`config.mk`:
```
export PLATFORM = sky130hd
export DESIGN_NAME = flash_cfg_master
export DESIGN_NICKNAME = d
export VERILOG_FILES = /design/src/hdl/flash_cfg_pkg.sv /design/src/hdl/flash_cfg_master.sv
export SDC_FILE = /design/constraint.sdc
export NUM_CORES = 1
export LEC_CHECK = 0
export BUFFER_PORTS_ARGS = -buffer_cell sky130_fd_sc_hd__buf_2
export CAP_MARGIN = 20
export CORE_ASPECT_RATIO = 0.8
export CORE_MARGIN = 2
export CORE_UTILIZATION = 38
export CTS_CLUSTER_DIAMETER = 30
export DETAILED_ROUTE_END_ITERATION = 12
export MAX_ROUTING_LAYER = met4
export PLACE_DENSITY_LB_ADDON = 0.15
export SYNTH_ARGS = -nofsm -noshare
export SYNTH_HDL_FRONTEND = slang
export SYNTH_SLANG_ARGS = --single-unit
```
`constraint.sdc`:
```
create_clock -name i_clk -period 3.2 [get_ports i_clk]
set_clock_uncertainty 0.1 [all_clocks]
set_input_delay 0.32 -clock i_clk [delete_from_list [all_inputs] [get_ports i_clk]]
set_output_delay 0.32 -clock i_clk [all_outputs]
set_load 0.05 [all_outputs]
```
`src/hdl/flash_cfg_pkg.sv`:
```
package flash_cfg_pkg;

    // ------------------------------------------------------------------
    // Widths and mode encodings.
    // ------------------------------------------------------------------
    localparam int ADDR_W_FULL = 24;
    localparam int ADDR_W_SMALL = 20;
    localparam int DATA_W = 8;
    localparam int FIFO_DEPTH = 16;
    localparam logic [2:0] MODE_FLASH_UP = 3'h2;
    localparam logic [2:0] MODE_FLASH_DOWN = 3'h3;

    // ------------------------------------------------------------------
    // Timing: configuration clock divider and memory clearing time.
    // ------------------------------------------------------------------
    localparam int CLK_HZ = 20000000;
    localparam int CFG_CLK_HALF_CYC = 2;
    localparam int CLEAR_TIME_NS = 1000;
    localparam int CLEAR_CYC = (CLEAR_TIME_NS * (CLK_HZ / 1000000) + 999) / 1000;

    // ------------------------------------------------------------------
    // Configuration sequence states.
    // ------------------------------------------------------------------
    typedef enum logic [2:0] {
        ST_IDLE = 3'b000,
        ST_CLEAR = 3'b001,
        ST_LOAD = 3'b010,
        ST_DONE = 3'b011,
        ST_FAIL = 3'b100
    } cfg_state_t;

endpackage

```
`src/hdl/flash_cfg_master.sv`:
```
// Operation
// Mode input 010 or 011 selects loading from the byte-wide parallel flash.
// Flash address bus up to 24 bits is driven during loading.
// Address width is a parameter; small package uses 20 lines.
// Attached flash must be 8-bit or 8/16-bit used in 8-bit mode.
// Internal clock times flash cycles and is driven on the clock pin.
// Direction input 0: start at zero, increment on each falling clock edge; the code does not increment on the first falling edge after loading starts.
// Direction input 1: start at all ones, decrement on each falling edge; the code does not decrement on the first falling edge after loading starts.
// Mode inputs sampled when init status rises; board holds them valid.
// After done rises, mode pins are released to user I/O.
// Pull-up select low enables pull-ups; held constant during loading.
// Board holds read/write select and chip select low throughout loading.
// Chip select out, clock out and busy are actively driven during loading.
// After loading, flash pins are released except done and program request.
// Keep-port option keeps the parallel port active after loading.
// Flash chip enable driven low throughout loading.
// Flash output enable driven low throughout loading.
// Flash write enable driven high throughout loading.
// Flash byte mode held low during loading; user may drive high later.
// Only the device or a sharing processor boots from the flash at once.
// One data byte is taken per presented address.
// Init status low while clearing, released at end of clearing.
// A CRC error drives init status low.
// Data sampled once per clock cycle after the address settled.
`timescale 1ns/100ps
`default_nettype none

// ----------------------------------------------------------------------
// Byte FIFO between flash reads and the configuration consumer.
// ----------------------------------------------------------------------
module cfg_byte_fifo #(
    parameter int WIDTH = 8,
    parameter int DEPTH = 16
) (
    input wire logic i_clk,
    input wire logic i_srst,
    input wire logic i_in_valid,
    output logic o_in_ready,
    input wire logic [WIDTH-1:0] i_in_data,
    output logic o_out_valid,
    input wire logic i_out_ready,
    output logic [WIDTH-1:0] o_out_data
);
    localparam int AW = $clog2(DEPTH);

    typedef struct packed {
        logic [DEPTH-1:0][WIDTH-1:0] mem;
        logic [AW-1:0] wr;
        logic [AW-1:0] rd;
        logic [AW:0] cnt;
    } fifo_t;

    fifo_t s_q;
    fifo_t s_d;
    logic push;
    logic pop;

    // Handshakes are combinational from the fill count.
    assign o_in_ready = (s_q.cnt != (AW+1)'(DEPTH));
    assign o_out_valid = (s_q.cnt != '0);
    assign o_out_data = s_q.mem[s_q.rd];
    assign push = i_in_valid && o_in_ready;
    assign pop = o_out_valid && i_out_ready;

    // Pointer and count update; storage holds its value when idle.
    always_comb begin
        s_d = s_q;
        if (push) begin
            s_d.mem[s_q.wr] = i_in_data;
            s_d.wr = s_q.wr + 1'b1;
        end
        if (pop) begin
            s_d.rd = s_q.rd + 1'b1;
        end
        s_d.cnt = s_q.cnt + (AW+1)'(push) - (AW+1)'(pop);
    end

    always_ff @(posedge i_clk) begin
        if (i_srst) begin
            s_q <= '0;
        end else begin
            s_q <= s_d;
        end
    end
endmodule // cfg_byte_fifo

// ----------------------------------------------------------------------
// Flash configuration master.
// ----------------------------------------------------------------------
module flash_cfg_master #(
    parameter int ADDR_W = flash_cfg_pkg::ADDR_W_FULL
) (
    input wire logic i_clk,
    input wire logic i_srst,
    input wire logic i_program_request_n,
    input wire logic [2:0] i_mode_select,
    input wire logic i_pullup_disable_select,
    input wire logic i_readwrite_select_n,
    input wire logic i_chip_select_in_n,
    input wire logic i_keep_parallel_port,
    input wire logic [7:0] i_flash_data,
    input wire logic i_crc_error,
    input wire logic i_load_finished,
    output logic [ADDR_W-1:0] o_flash_addr,
    output logic o_flash_pins_oe,
    output logic o_flash_chip_enable_n,
    output logic o_flash_output_enable_n,
    output logic o_flash_write_enable_n,
    output logic o_flash_byte_mode_n,
    output logic o_config_clock_out,
    output logic o_chip_select_out_n,
    output logic o_busy,
    output logic o_init_status_n_out,
    output logic o_init_status_oe,
    output logic o_done,
    output logic o_mode_pins_user,
    output logic o_pullups_enable,
    output logic o_parallel_port_active,
    output logic [7:0] o_cfg_data,
    output logic o_cfg_valid,
    input wire logic i_cfg_ready
);
    localparam int HW = $clog2(flash_cfg_pkg::CFG_CLK_HALF_CYC + 1);
    localparam int CW = $clog2(flash_cfg_pkg::CLEAR_CYC + 1);

    typedef struct packed {
        logic prog_s1;
        logic prog_s2;
        logic [2:0] mode_s1;
        logic [2:0] mode_s2;
        logic [1:0] pin_s1;
        logic [1:0] pin_s2;
        logic [7:0] data_s1;
        logic [7:0] data_s2;
        flash_cfg_pkg::cfg_state_t st;
        logic [CW-1:0] clr_cnt;
        logic [HW-1:0] half;
        logic config_clock_out;
        logic down;
        logic pullup_dis;
        logic [ADDR_W-1:0] addr;
        logic settled;
        logic [7:0] byte_q;
        logic byte_v;
    } master_t;

    master_t s_q;
    master_t s_d;
    logic fifo_in_ready;
    logic config_clock_out_fall;
    logic loading;

    // Two-stage synchronisers: only stage two is read by logic.
    logic prog_n_s;
    logic rw_n_s;
    logic cs_n_s;
    logic [2:0] mode_s;
    logic [7:0] data_s;
    assign prog_n_s = s_q.prog_s2;
    assign mode_s = s_q.mode_s2;
    assign rw_n_s = s_q.pin_s2[0];
    assign cs_n_s = s_q.pin_s2[1];
    assign data_s = s_q.data_s2;

    assign loading = (s_q.st == flash_cfg_pkg::ST_LOAD);
    assign config_clock_out_fall = loading && s_q.config_clock_out &&
        (s_q.half == HW'(flash_cfg_pkg::CFG_CLK_HALF_CYC - 1));

    // Sequencer: clear, sample mode, walk the flash, finish or fail.
    always_comb begin
        s_d = s_q;
        s_d.prog_s1 = i_program_request_n;
        s_d.prog_s2 = s_q.prog_s1;
        s_d.mode_s1 = i_mode_select;
        s_d.mode_s2 = s_q.mode_s1;
        s_d.pin_s1 = {i_chip_select_in_n, i_readwrite_select_n};
        s_d.pin_s2 = s_q.pin_s1;
        s_d.data_s1 = i_flash_data;
        s_d.data_s2 = s_q.data_s1;
        if (s_q.byte_v && fifo_in_ready) begin
            s_d.byte_v = 1'b0;
        end
        case (s_q.st)
            flash_cfg_pkg::ST_IDLE: begin
                s_d.clr_cnt = '0;
                s_d.pullup_dis = i_pullup_disable_select;
                if (prog_n_s) begin
                    s_d.st = flash_cfg_pkg::ST_CLEAR;
                end
            end
            flash_cfg_pkg::ST_CLEAR: begin
                // Init stays low while clearing runs.
                s_d.clr_cnt = s_q.clr_cnt + 1'b1;
                if (s_q.clr_cnt == CW'(flash_cfg_pkg::CLEAR_CYC - 1)) begin
                    // Mode pins are sampled on the edge that releases init.
                    if (mode_s == flash_cfg_pkg::MODE_FLASH_UP ||
                        mode_s == flash_cfg_pkg::MODE_FLASH_DOWN) begin // see R1
                        s_d.st = flash_cfg_pkg::ST_LOAD;
                        s_d.down = mode_s[0];
                        s_d.addr = mode_s[0] ? '1 : '0; // see R6
                        s_d.half = '0;
                        s_d.config_clock_out = 1'b1;
                        s_d.settled = 1'b0;
                    end else begin
                        // A refused mode never starts the clock, so no runt pulse leaks out.
                        s_d.st = flash_cfg_pkg::ST_FAIL;
                        s_d.config_clock_out = 1'b0;
                    end
                end
            end
            flash_cfg_pkg::ST_LOAD: begin
                // Divider for the configuration clock; a full FIFO stalls it.
                if (!s_q.byte_v || fifo_in_ready) begin
                    if (s_q.half == HW'(flash_cfg_pkg::CFG_CLK_HALF_CYC - 1)) begin
                        s_d.half = '0;
                        s_d.config_clock_out = !s_q.config_clock_out;
                    end else begin
                        s_d.half = s_q.half + 1'b1;
                    end
                end
                if (config_clock_out_fall) begin
                    // Byte for the address held one full cycle is taken here.
                    if (s_q.settled && rw_n_s == 1'b0 && cs_n_s == 1'b0) begin
                        s_d.byte_q = data_s; // see R20
                        s_d.byte_v = 1'b1;
                    end
                    if (s_q.settled) begin
                        s_d.addr = s_q.down ? s_q.addr - 1'b1 : s_q.addr + 1'b1; // see R6
                    end
                    s_d.settled = 1'b1;
                end
                if (i_crc_error) begin
                    s_d.st = flash_cfg_pkg::ST_FAIL;
                end else if (i_load_finished) begin
                    s_d.st = flash_cfg_pkg::ST_DONE;
                end
            end
            flash_cfg_pkg::ST_DONE: begin
                s_d.config_clock_out = 1'b0;
            end
            flash_cfg_pkg::ST_FAIL: begin
                s_d.config_clock_out = 1'b0;
            end
            default: begin
                s_d.st = flash_cfg_pkg::ST_IDLE;
            end
        endcase
        // A program request restarts the whole sequence at once.
        if (!prog_n_s) begin
            s_d.st = flash_cfg_pkg::ST_IDLE;
            s_d.byte_v = 1'b0;
            // Stop the clock at once so a cut load leaves it parked low.
            s_d.config_clock_out = 1'b0;
        end
    end

    always_ff @(posedge i_clk) begin
        if (i_srst) begin
            s_q <= '0;
        end else begin
            s_q <= s_d;
        end
    end

    // Bytes pass through the FIFO so a slow consumer stalls the flash walk.
    cfg_byte_fifo #(
        .WIDTH(flash_cfg_pkg::DATA_W),
        .DEPTH(flash_cfg_pkg::FIFO_DEPTH)
    ) u_fifo (
        .i_clk(i_clk),
        .i_srst(i_srst),
        .i_in_valid(s_q.byte_v),
        .o_in_ready(fifo_in_ready),
        .i_in_data(s_q.byte_q),
        .o_out_valid(o_cfg_valid),
        .i_out_ready(i_cfg_ready),
        .o_out_data(o_cfg_data)
    );

    // Pin drive: static strobes during loading, released afterwards.
    assign o_flash_addr = s_q.addr; // see R2
    assign o_flash_pins_oe = loading; // see R12
    assign o_flash_chip_enable_n = 1'b0;
    assign o_flash_output_enable_n = 1'b0;
    assign o_flash_write_enable_n = 1'b1;
    assign o_flash_byte_mode_n = 1'b0;
    assign o_config_clock_out = s_q.config_clock_out; // see R5
    assign o_chip_select_out_n = 1'b1;
    assign o_busy = 1'b0;
    // Init is open drain: driven low while idle or clearing, or after a failure.
    assign o_init_status_n_out = 1'b0;
    assign o_init_status_oe = (s_q.st == flash_cfg_pkg::ST_IDLE) ||
        (s_q.st == flash_cfg_pkg::ST_CLEAR) ||
        (s_q.st == flash_cfg_pkg::ST_FAIL); // see R21
    assign o_done = (s_q.st == flash_cfg_pkg::ST_DONE);
    assign o_mode_pins_user = o_done; // see R9
    assign o_pullups_enable = !s_q.pullup_dis && !o_done;
    assign o_parallel_port_active = o_done && i_keep_parallel_port;
endmodule // flash_cfg_master

`default_nettype wire

```
== After elaboration in Yosys (flattened, before gate mapping) ==
Cells that the tools add are included.

* $add $sub $neg: 8
* Magnitude comparators: 3
* Equality and inequality tests: 16
* Multiplexer cells: 30
* Bitwise gates (word level): 4
* Reduce and logical (&&, ||, !) cells: 31

{| class="wikitable"
|+ Operators by type and width
! kind !! number
|-
| $bwmux W128 || 1
|-
| $mux W24 || 3
|-
| $mux W25 || 2
|-
| $pmux W25 S2 || 1
|-
| $mux W34 || 1
|-
| $bmux W8 S4 || 1
|-
| $demux W8 S4 || 1
|-
| $add A24 B1 Y24 const B || 1
|-
| $sub A24 B1 Y24 const B || 1
|-
| $mux W8 || 2
|-
| $mux W3 || 5
|-
| $eq A3 B2 Y1 const B || 4
|-
| $pmux W3 S4 || 1
|-
| $reduce_and A4 Y1 || 3
|-
| $lt A4 B5 Y1 const B || 2
|-
| $pmux W5 S2 || 1
|-
| $logic_and A1 B1 Y1 || 9
|-
| $mux W9 || 1
|-
| $reduce_and A3 Y1 || 3
|-
| $add A4 B1 Y4 const B || 2
|-
| $ne A2 B2 Y1 const B || 4
|-
| $add A5 B1 Y5 || 1
|-
| $add A5 B1 Y5 const B || 1
|-
| $eq A5 B5 Y1 const B || 1
|-
| other kinds (23) || 40
|}

* Bits in registers: 216
* Bits of input ports: 21
* Output and inout bits: 47
* Word-level logic and storage cells: 129

== Longest topological paths before layout ==
* Depth after elaboration: 6
* Gate-level depth with buffers: 15
* Depth with buffers taken out: 14

== Modules after synthesis ==
From an unflattened synthesis, not the netlist that was laid out.

* Cell total of the unflattened synthesis: 1073
* Area, all modules: 10556.4 um^2

{| class="wikitable"
|+ By module, submodules not included
! module !! times used !! cells an instance !! area each (um^2) !! seq. area each (um^2)
|-
| cfg_byte_fifo || 1 || 590 || 6434.9 || 2822.7
|-
| flash_cfg_master || 1 || 483 || 4121.5 || 1501.4
|}

== Worst setup path after synthesis ==
No wires, ideal clock.

* Path type: flip-flop to flip-flop
* Start point: register u_fifo.s_q[3] (netlist name)
* End point: register u_fifo.s_q[4] (netlist name)
* Arrival time: 2.830 ns
* Required time: 3.029 ns
* Setup slack: 0.199 ns
* Cell stages (with the launch flop): 16
* Clock period less this slack: 3.001 ns
* Cells stage by stage: dfxtp_1 > inv_1 > ha_1 > nand3b_1 > and2_1 > clkbuf_1 > ha_1 > inv_1 > ha_1 > inv_1 > fa_1 > inv_1 > a21oi_1 > nor2_1 > or3_1 > a21oi_1

* Elaborated cells between the ends (all ways): 6
* Those cells by class: add/sub: 2; eq/ne: 1; reduce/logical: 3

{| class="wikitable"
|+ RTL lines
! what !! line !! RTL
|-
| start: declaration || flash_cfg_master.sv:53 || <nowiki>fifo_t s_q;</nowiki>
|-
| start signal: assignment || flash_cfg_master.sv:80 || <nowiki>s_q <= '0;</nowiki>
|-
| start signal: assignment || flash_cfg_master.sv:82 || <nowiki>s_q <= s_d;</nowiki>
|-
| $reduce_bool A5 Y1 || flash_cfg_master.sv:60 || <nowiki>assign o_out_valid = (s_q.cnt != '0);</nowiki>
|-
| named net o_cfg_valid || flash_cfg_master.sv:120 || <nowiki>output logic o_cfg_valid,</nowiki>
|-
| $logic_and A1 B1 Y1 || flash_cfg_master.sv:63 || <nowiki>assign pop = o_out_valid && i_out_ready;</nowiki>
|-
| named net u_fifo.pop || flash_cfg_master.sv:56 || <nowiki>logic pop;</nowiki>
|-
| $sub A5 B1 Y5 || flash_cfg_master.sv:75 || <nowiki>s_d.cnt = s_q.cnt + (AW+1)'(push) - (AW+1)'(pop);</nowiki>
|}

The timed path passes the listed nets, and every way through them passes these cells.
A chain may end at the register's enable or synchronous reset.

== Worst setup path after layout ==
* Start point: register u_fifo.s_q[5] (netlist name)
* End point: output o_cfg_data[5]

* Longest elaborated chain between the ends: 2

{| class="wikitable"
|+ RTL lines
! what !! line !! RTL
|-
| $bmux W8 S4 || flash_cfg_master.sv:61 || <nowiki>assign o_out_data = s_q.mem[s_q.rd];</nowiki>
|-
| $mux W8 (not written as such) || flash_cfg_master.sv:61 ||
|-
| end: declaration || flash_cfg_master.sv:119 || <nowiki>output logic [7:0] o_cfg_data,</nowiki>
|}

Every way passes these cells. The select of a mux whose other input is x is not followed.

==> run metrics <==
layout cells sized above 1 20.4%; RSZ-0062 raised after global routing false; Post-Place Setup Slack 0.264 ns; Compound-Gate Fraction of Synth Area 8.76%; worst hold endpoint s_q[44]$_SDFFE_PP0P_; final hold vios 0; critical path arrival 2.57 ns; Seq cells post-synth between 200 and 250; Vias/cell 4.98; Yosys top cell by area dfxtp_1; Final ANT Viol Nets 0; Overall Global Routing Usage 17.6%; DR pass1 iterations 5; first-pass GRT wire length between 30 and 40 mm; num rows 54; Post-route DRC 0; global-route congestion overflow total 0; Synth cell types 68; Post-DP Area 0.0108 mm²; htree depth 2; worst-margin pin slew 0.762 ns; Filler Cell Count 2,536; Yosys Warn Count 0; CTS tree done; asr flop ratio synth 0%; endpoint type of the worst setup path primary output; via count roughly 7,500; Initial DRC Count between 400 and 500; Clock Pin Slew Worst Setup and Hold Paths 0.04 ns; initial antenna violation count 0; Main synth FF type dfxtp_1; Slew headroom around half; r2r startpoint s_q[35]$_SDFFE_PP0P_; CP max FO 9; total core area 0.0271 mm²; status complete, no violations; sequential-to-total area share from yosys stat 41.7%; nets between 1,000 and 1,500; main combinational cell family by area after synthesis multiplexers; die area 0.0287 mm²; design area 0.0128 mm²; Ports 68; Die W 189 µm; crit path launch type flip-flop; Mapped Area 0.0104 mm²; root buf cell clkbuf_16; R2R Path End o_flash_addr[23]$_SDFFE_PP0P_; multiplexer share of the synthesized area about 21%; combined area of the multi-input logic cells between 0.005 and 0.006 mm²; final setup margin 0.211 ns; max-cap violations 0; vias in the first global route between 7,000 and 8,000; Die Y approximately 150 µm; Initial Util 38.3%; Pleak 5.97 nW; dpl hpwl 15.4 mm; critical hold path startpoint i_load_finished; Hold Path Stages 3; largest cells by area after synthesis dfxtp_1, mux2i_1, mux4_2; reg-to-reg slack, setup 0.24 ns; setup_tns 0 ns; Crit Path Category reg2out; clock sinks 216; ant diodes 0; Final Max Tran Viols 0; RePlAce Congestion 0.832; Synth Area in XOR/XNOR 2.36%; Synth Area in Adders approximately 4.5%; R2R cell count 10; critical path required time 2.78 ns; Clock Latency Late Sink 0.53 ns; WL/cell 15.9 µm; Max IR drop VDD 381 µV; Hold Crit Class in2reg; PwrDens 697 mW/mm²; area grow syn2layout 23.0%; Post-Synthesis Cells 1,062; number of synthesized flops with an enable pin 0; f_max 0.335 GHz; Synth Area in Simple Gates 15.3%; # port buffers 60; Clock Tree Buf Depth 3; Final Cycle Share a little over 90%; min Tclk post-route roughly 3.0 ns; final setup fails 0; pin count of the biggest net entering global routing 97; Syn Area/Cell 9.77 µm²; WL final 24.1 mm; Core Util, Final about 47%; Register Area 0.00433 mm²; top cell type's share of synthesized area around two fifths; Num CTS Buffers 49
[per-stage QoR]
stage / cells / power (W) / hold WS [ns]
finish: 1513 / 0.00891 / 0.0419
global route: 1513 / 0.00927 / 0.0656
CTS: 1513 / 0.00904 / 0.0171
detailed placement: 1407 / 0.00364 / 0.321
global placement: 1407 / 0.00363 / 0.321
floorplan: 1067 / 0.00345 / 0.314
[cell usage after synthesis, types with 3 or more instances]
cell type  number
nor2b_1        38
a211oi_2        3
xnor2_1        13
nor2_1        184
nand4_1         9
nand2_1        44
o21ai_0        15
a21oi_1        63
dfxtp_1       216
mux4_2         40
and3_1          4
nor3_1         15
and2_1          6
ha_1           34
a31oi_1         6
buf_2          12
a211oi_1        9
mux2i_1       131
o211ai_1        6
buf_4          33
inv_1          20
a21o_1          8
clkbuf_1       46
xor2_1         15
nand3_1        22
nand2_2         3
buf_1          13
nand2b_1        4
[placed cells by master, fill, tap and decap left out, types with 19 or more instances in the layout]
| master | netlist | final |
|---|---|---|
| a21oi_1 | 63 | 63 |
| nand3_1 | 22 | 22 |
| clkbuf_16 | 0 | 51 |
| dfxtp_1 | 216 | 214 |
| nor2b_1 | 38 | 38 |
| nand2_1 | 44 | 44 |
| buf_4 | 33 | 19 |
| mux2i_1 | 131 | 131 |
| buf_2 | 12 | 59 |
| mux4_2 | 40 | 40 |
| nor2_1 | 184 | 184 |
| inv_1 | 20 | 20 |
| ha_1 | 34 | 34 |
[critical path: stages, from the launching register on]
cell     delay (ns)
dfxtp_2        0.45
buf_4          0.29
mux4_2         0.58
mux4_2         0.49
buf_2          0.23
[layer usage]
layer  vias up  share of wire, %  track usage [%]
li1       3794                 -                -
met2       157                42             24.7
met5         -                 0                -
met4         0               2.2             5.65
met3        46               4.7             3.42
met1      3545                51             25.2
[what timing repair did]
action,in CTS,in global routing
gates resized for setup,0,0
buffers inserted,0,0
hold buffers,15,0
endpoints found under the setup margin,0,0
endpoints found under the hold margin,15,0
[worst max path at each step]
stage	startpoint	to	slack, ns	cells after the start
after floorplan	u_fifo.s_q[3]$_SDFF_PP0_	u_fifo.s_q[4]$_SDFF_PP0_	0.20	15
after global placement	s_q[35]$_SDFFE_PP0P_	o_flash_addr[20]$_SDFFE_PP0P_	0.33	10
after detailed placement	s_q[35]$_SDFFE_PP0P_	o_flash_addr[19]$_SDFFE_PP0P_	0.26	9
after CTS	u_fifo.s_q[5]$_SDFFE_PP0P_	o_cfg_data[6]	0.16	4
after global routing	s_q[35]$_SDFFE_PP0P_	o_flash_addr[23]$_SDFFE_PP0P_	0.03	10
final	u_fifo.s_q[5]$_SDFFE_PP0P_	o_cfg_data[5]	0.21	4
[state kept, by name, summed over array words and instances, names as in the netlist]
name and cells:
s_q 22, u_fifo.s_q 141, rw_n_s 1, prog_n_s 1
cs_n_s 1, o_config_clock_out 1, mode_s 3, o_flash_addr 24
data_s 8, s_d 14
[cell type report]
type	count	area share [%]
multi-input combinational	725	42.8
sequential	216	33.9
clock buffer	61	10.7
timing repair buffer	97	5.16
tap	364	3.57
clock inverter	30	3.33
inverter	20	0.588
[power by group]
| part | leakage [nW] | switching, W | internal [W] |
|---|---|---|---|
| logic | 3.38 | 0.000437 | 0.000336 |
| registers | 1.75 | 0.0000569 | 0.00276 |
| clock network | 0.840 | 0.00158 | 0.00374 |
[kinds of logic after synthesis]
group	Yosys count
AO/OA/AOI/OAI	136
buffers and inverters	126
flip-flops	216
other	2
multiplexers	172
AND/OR/NAND/NOR	346
adder cells (fa/ha/maj)	36
XOR/XNOR	28
No activity file was read; power rests on OpenSTA's default activity.
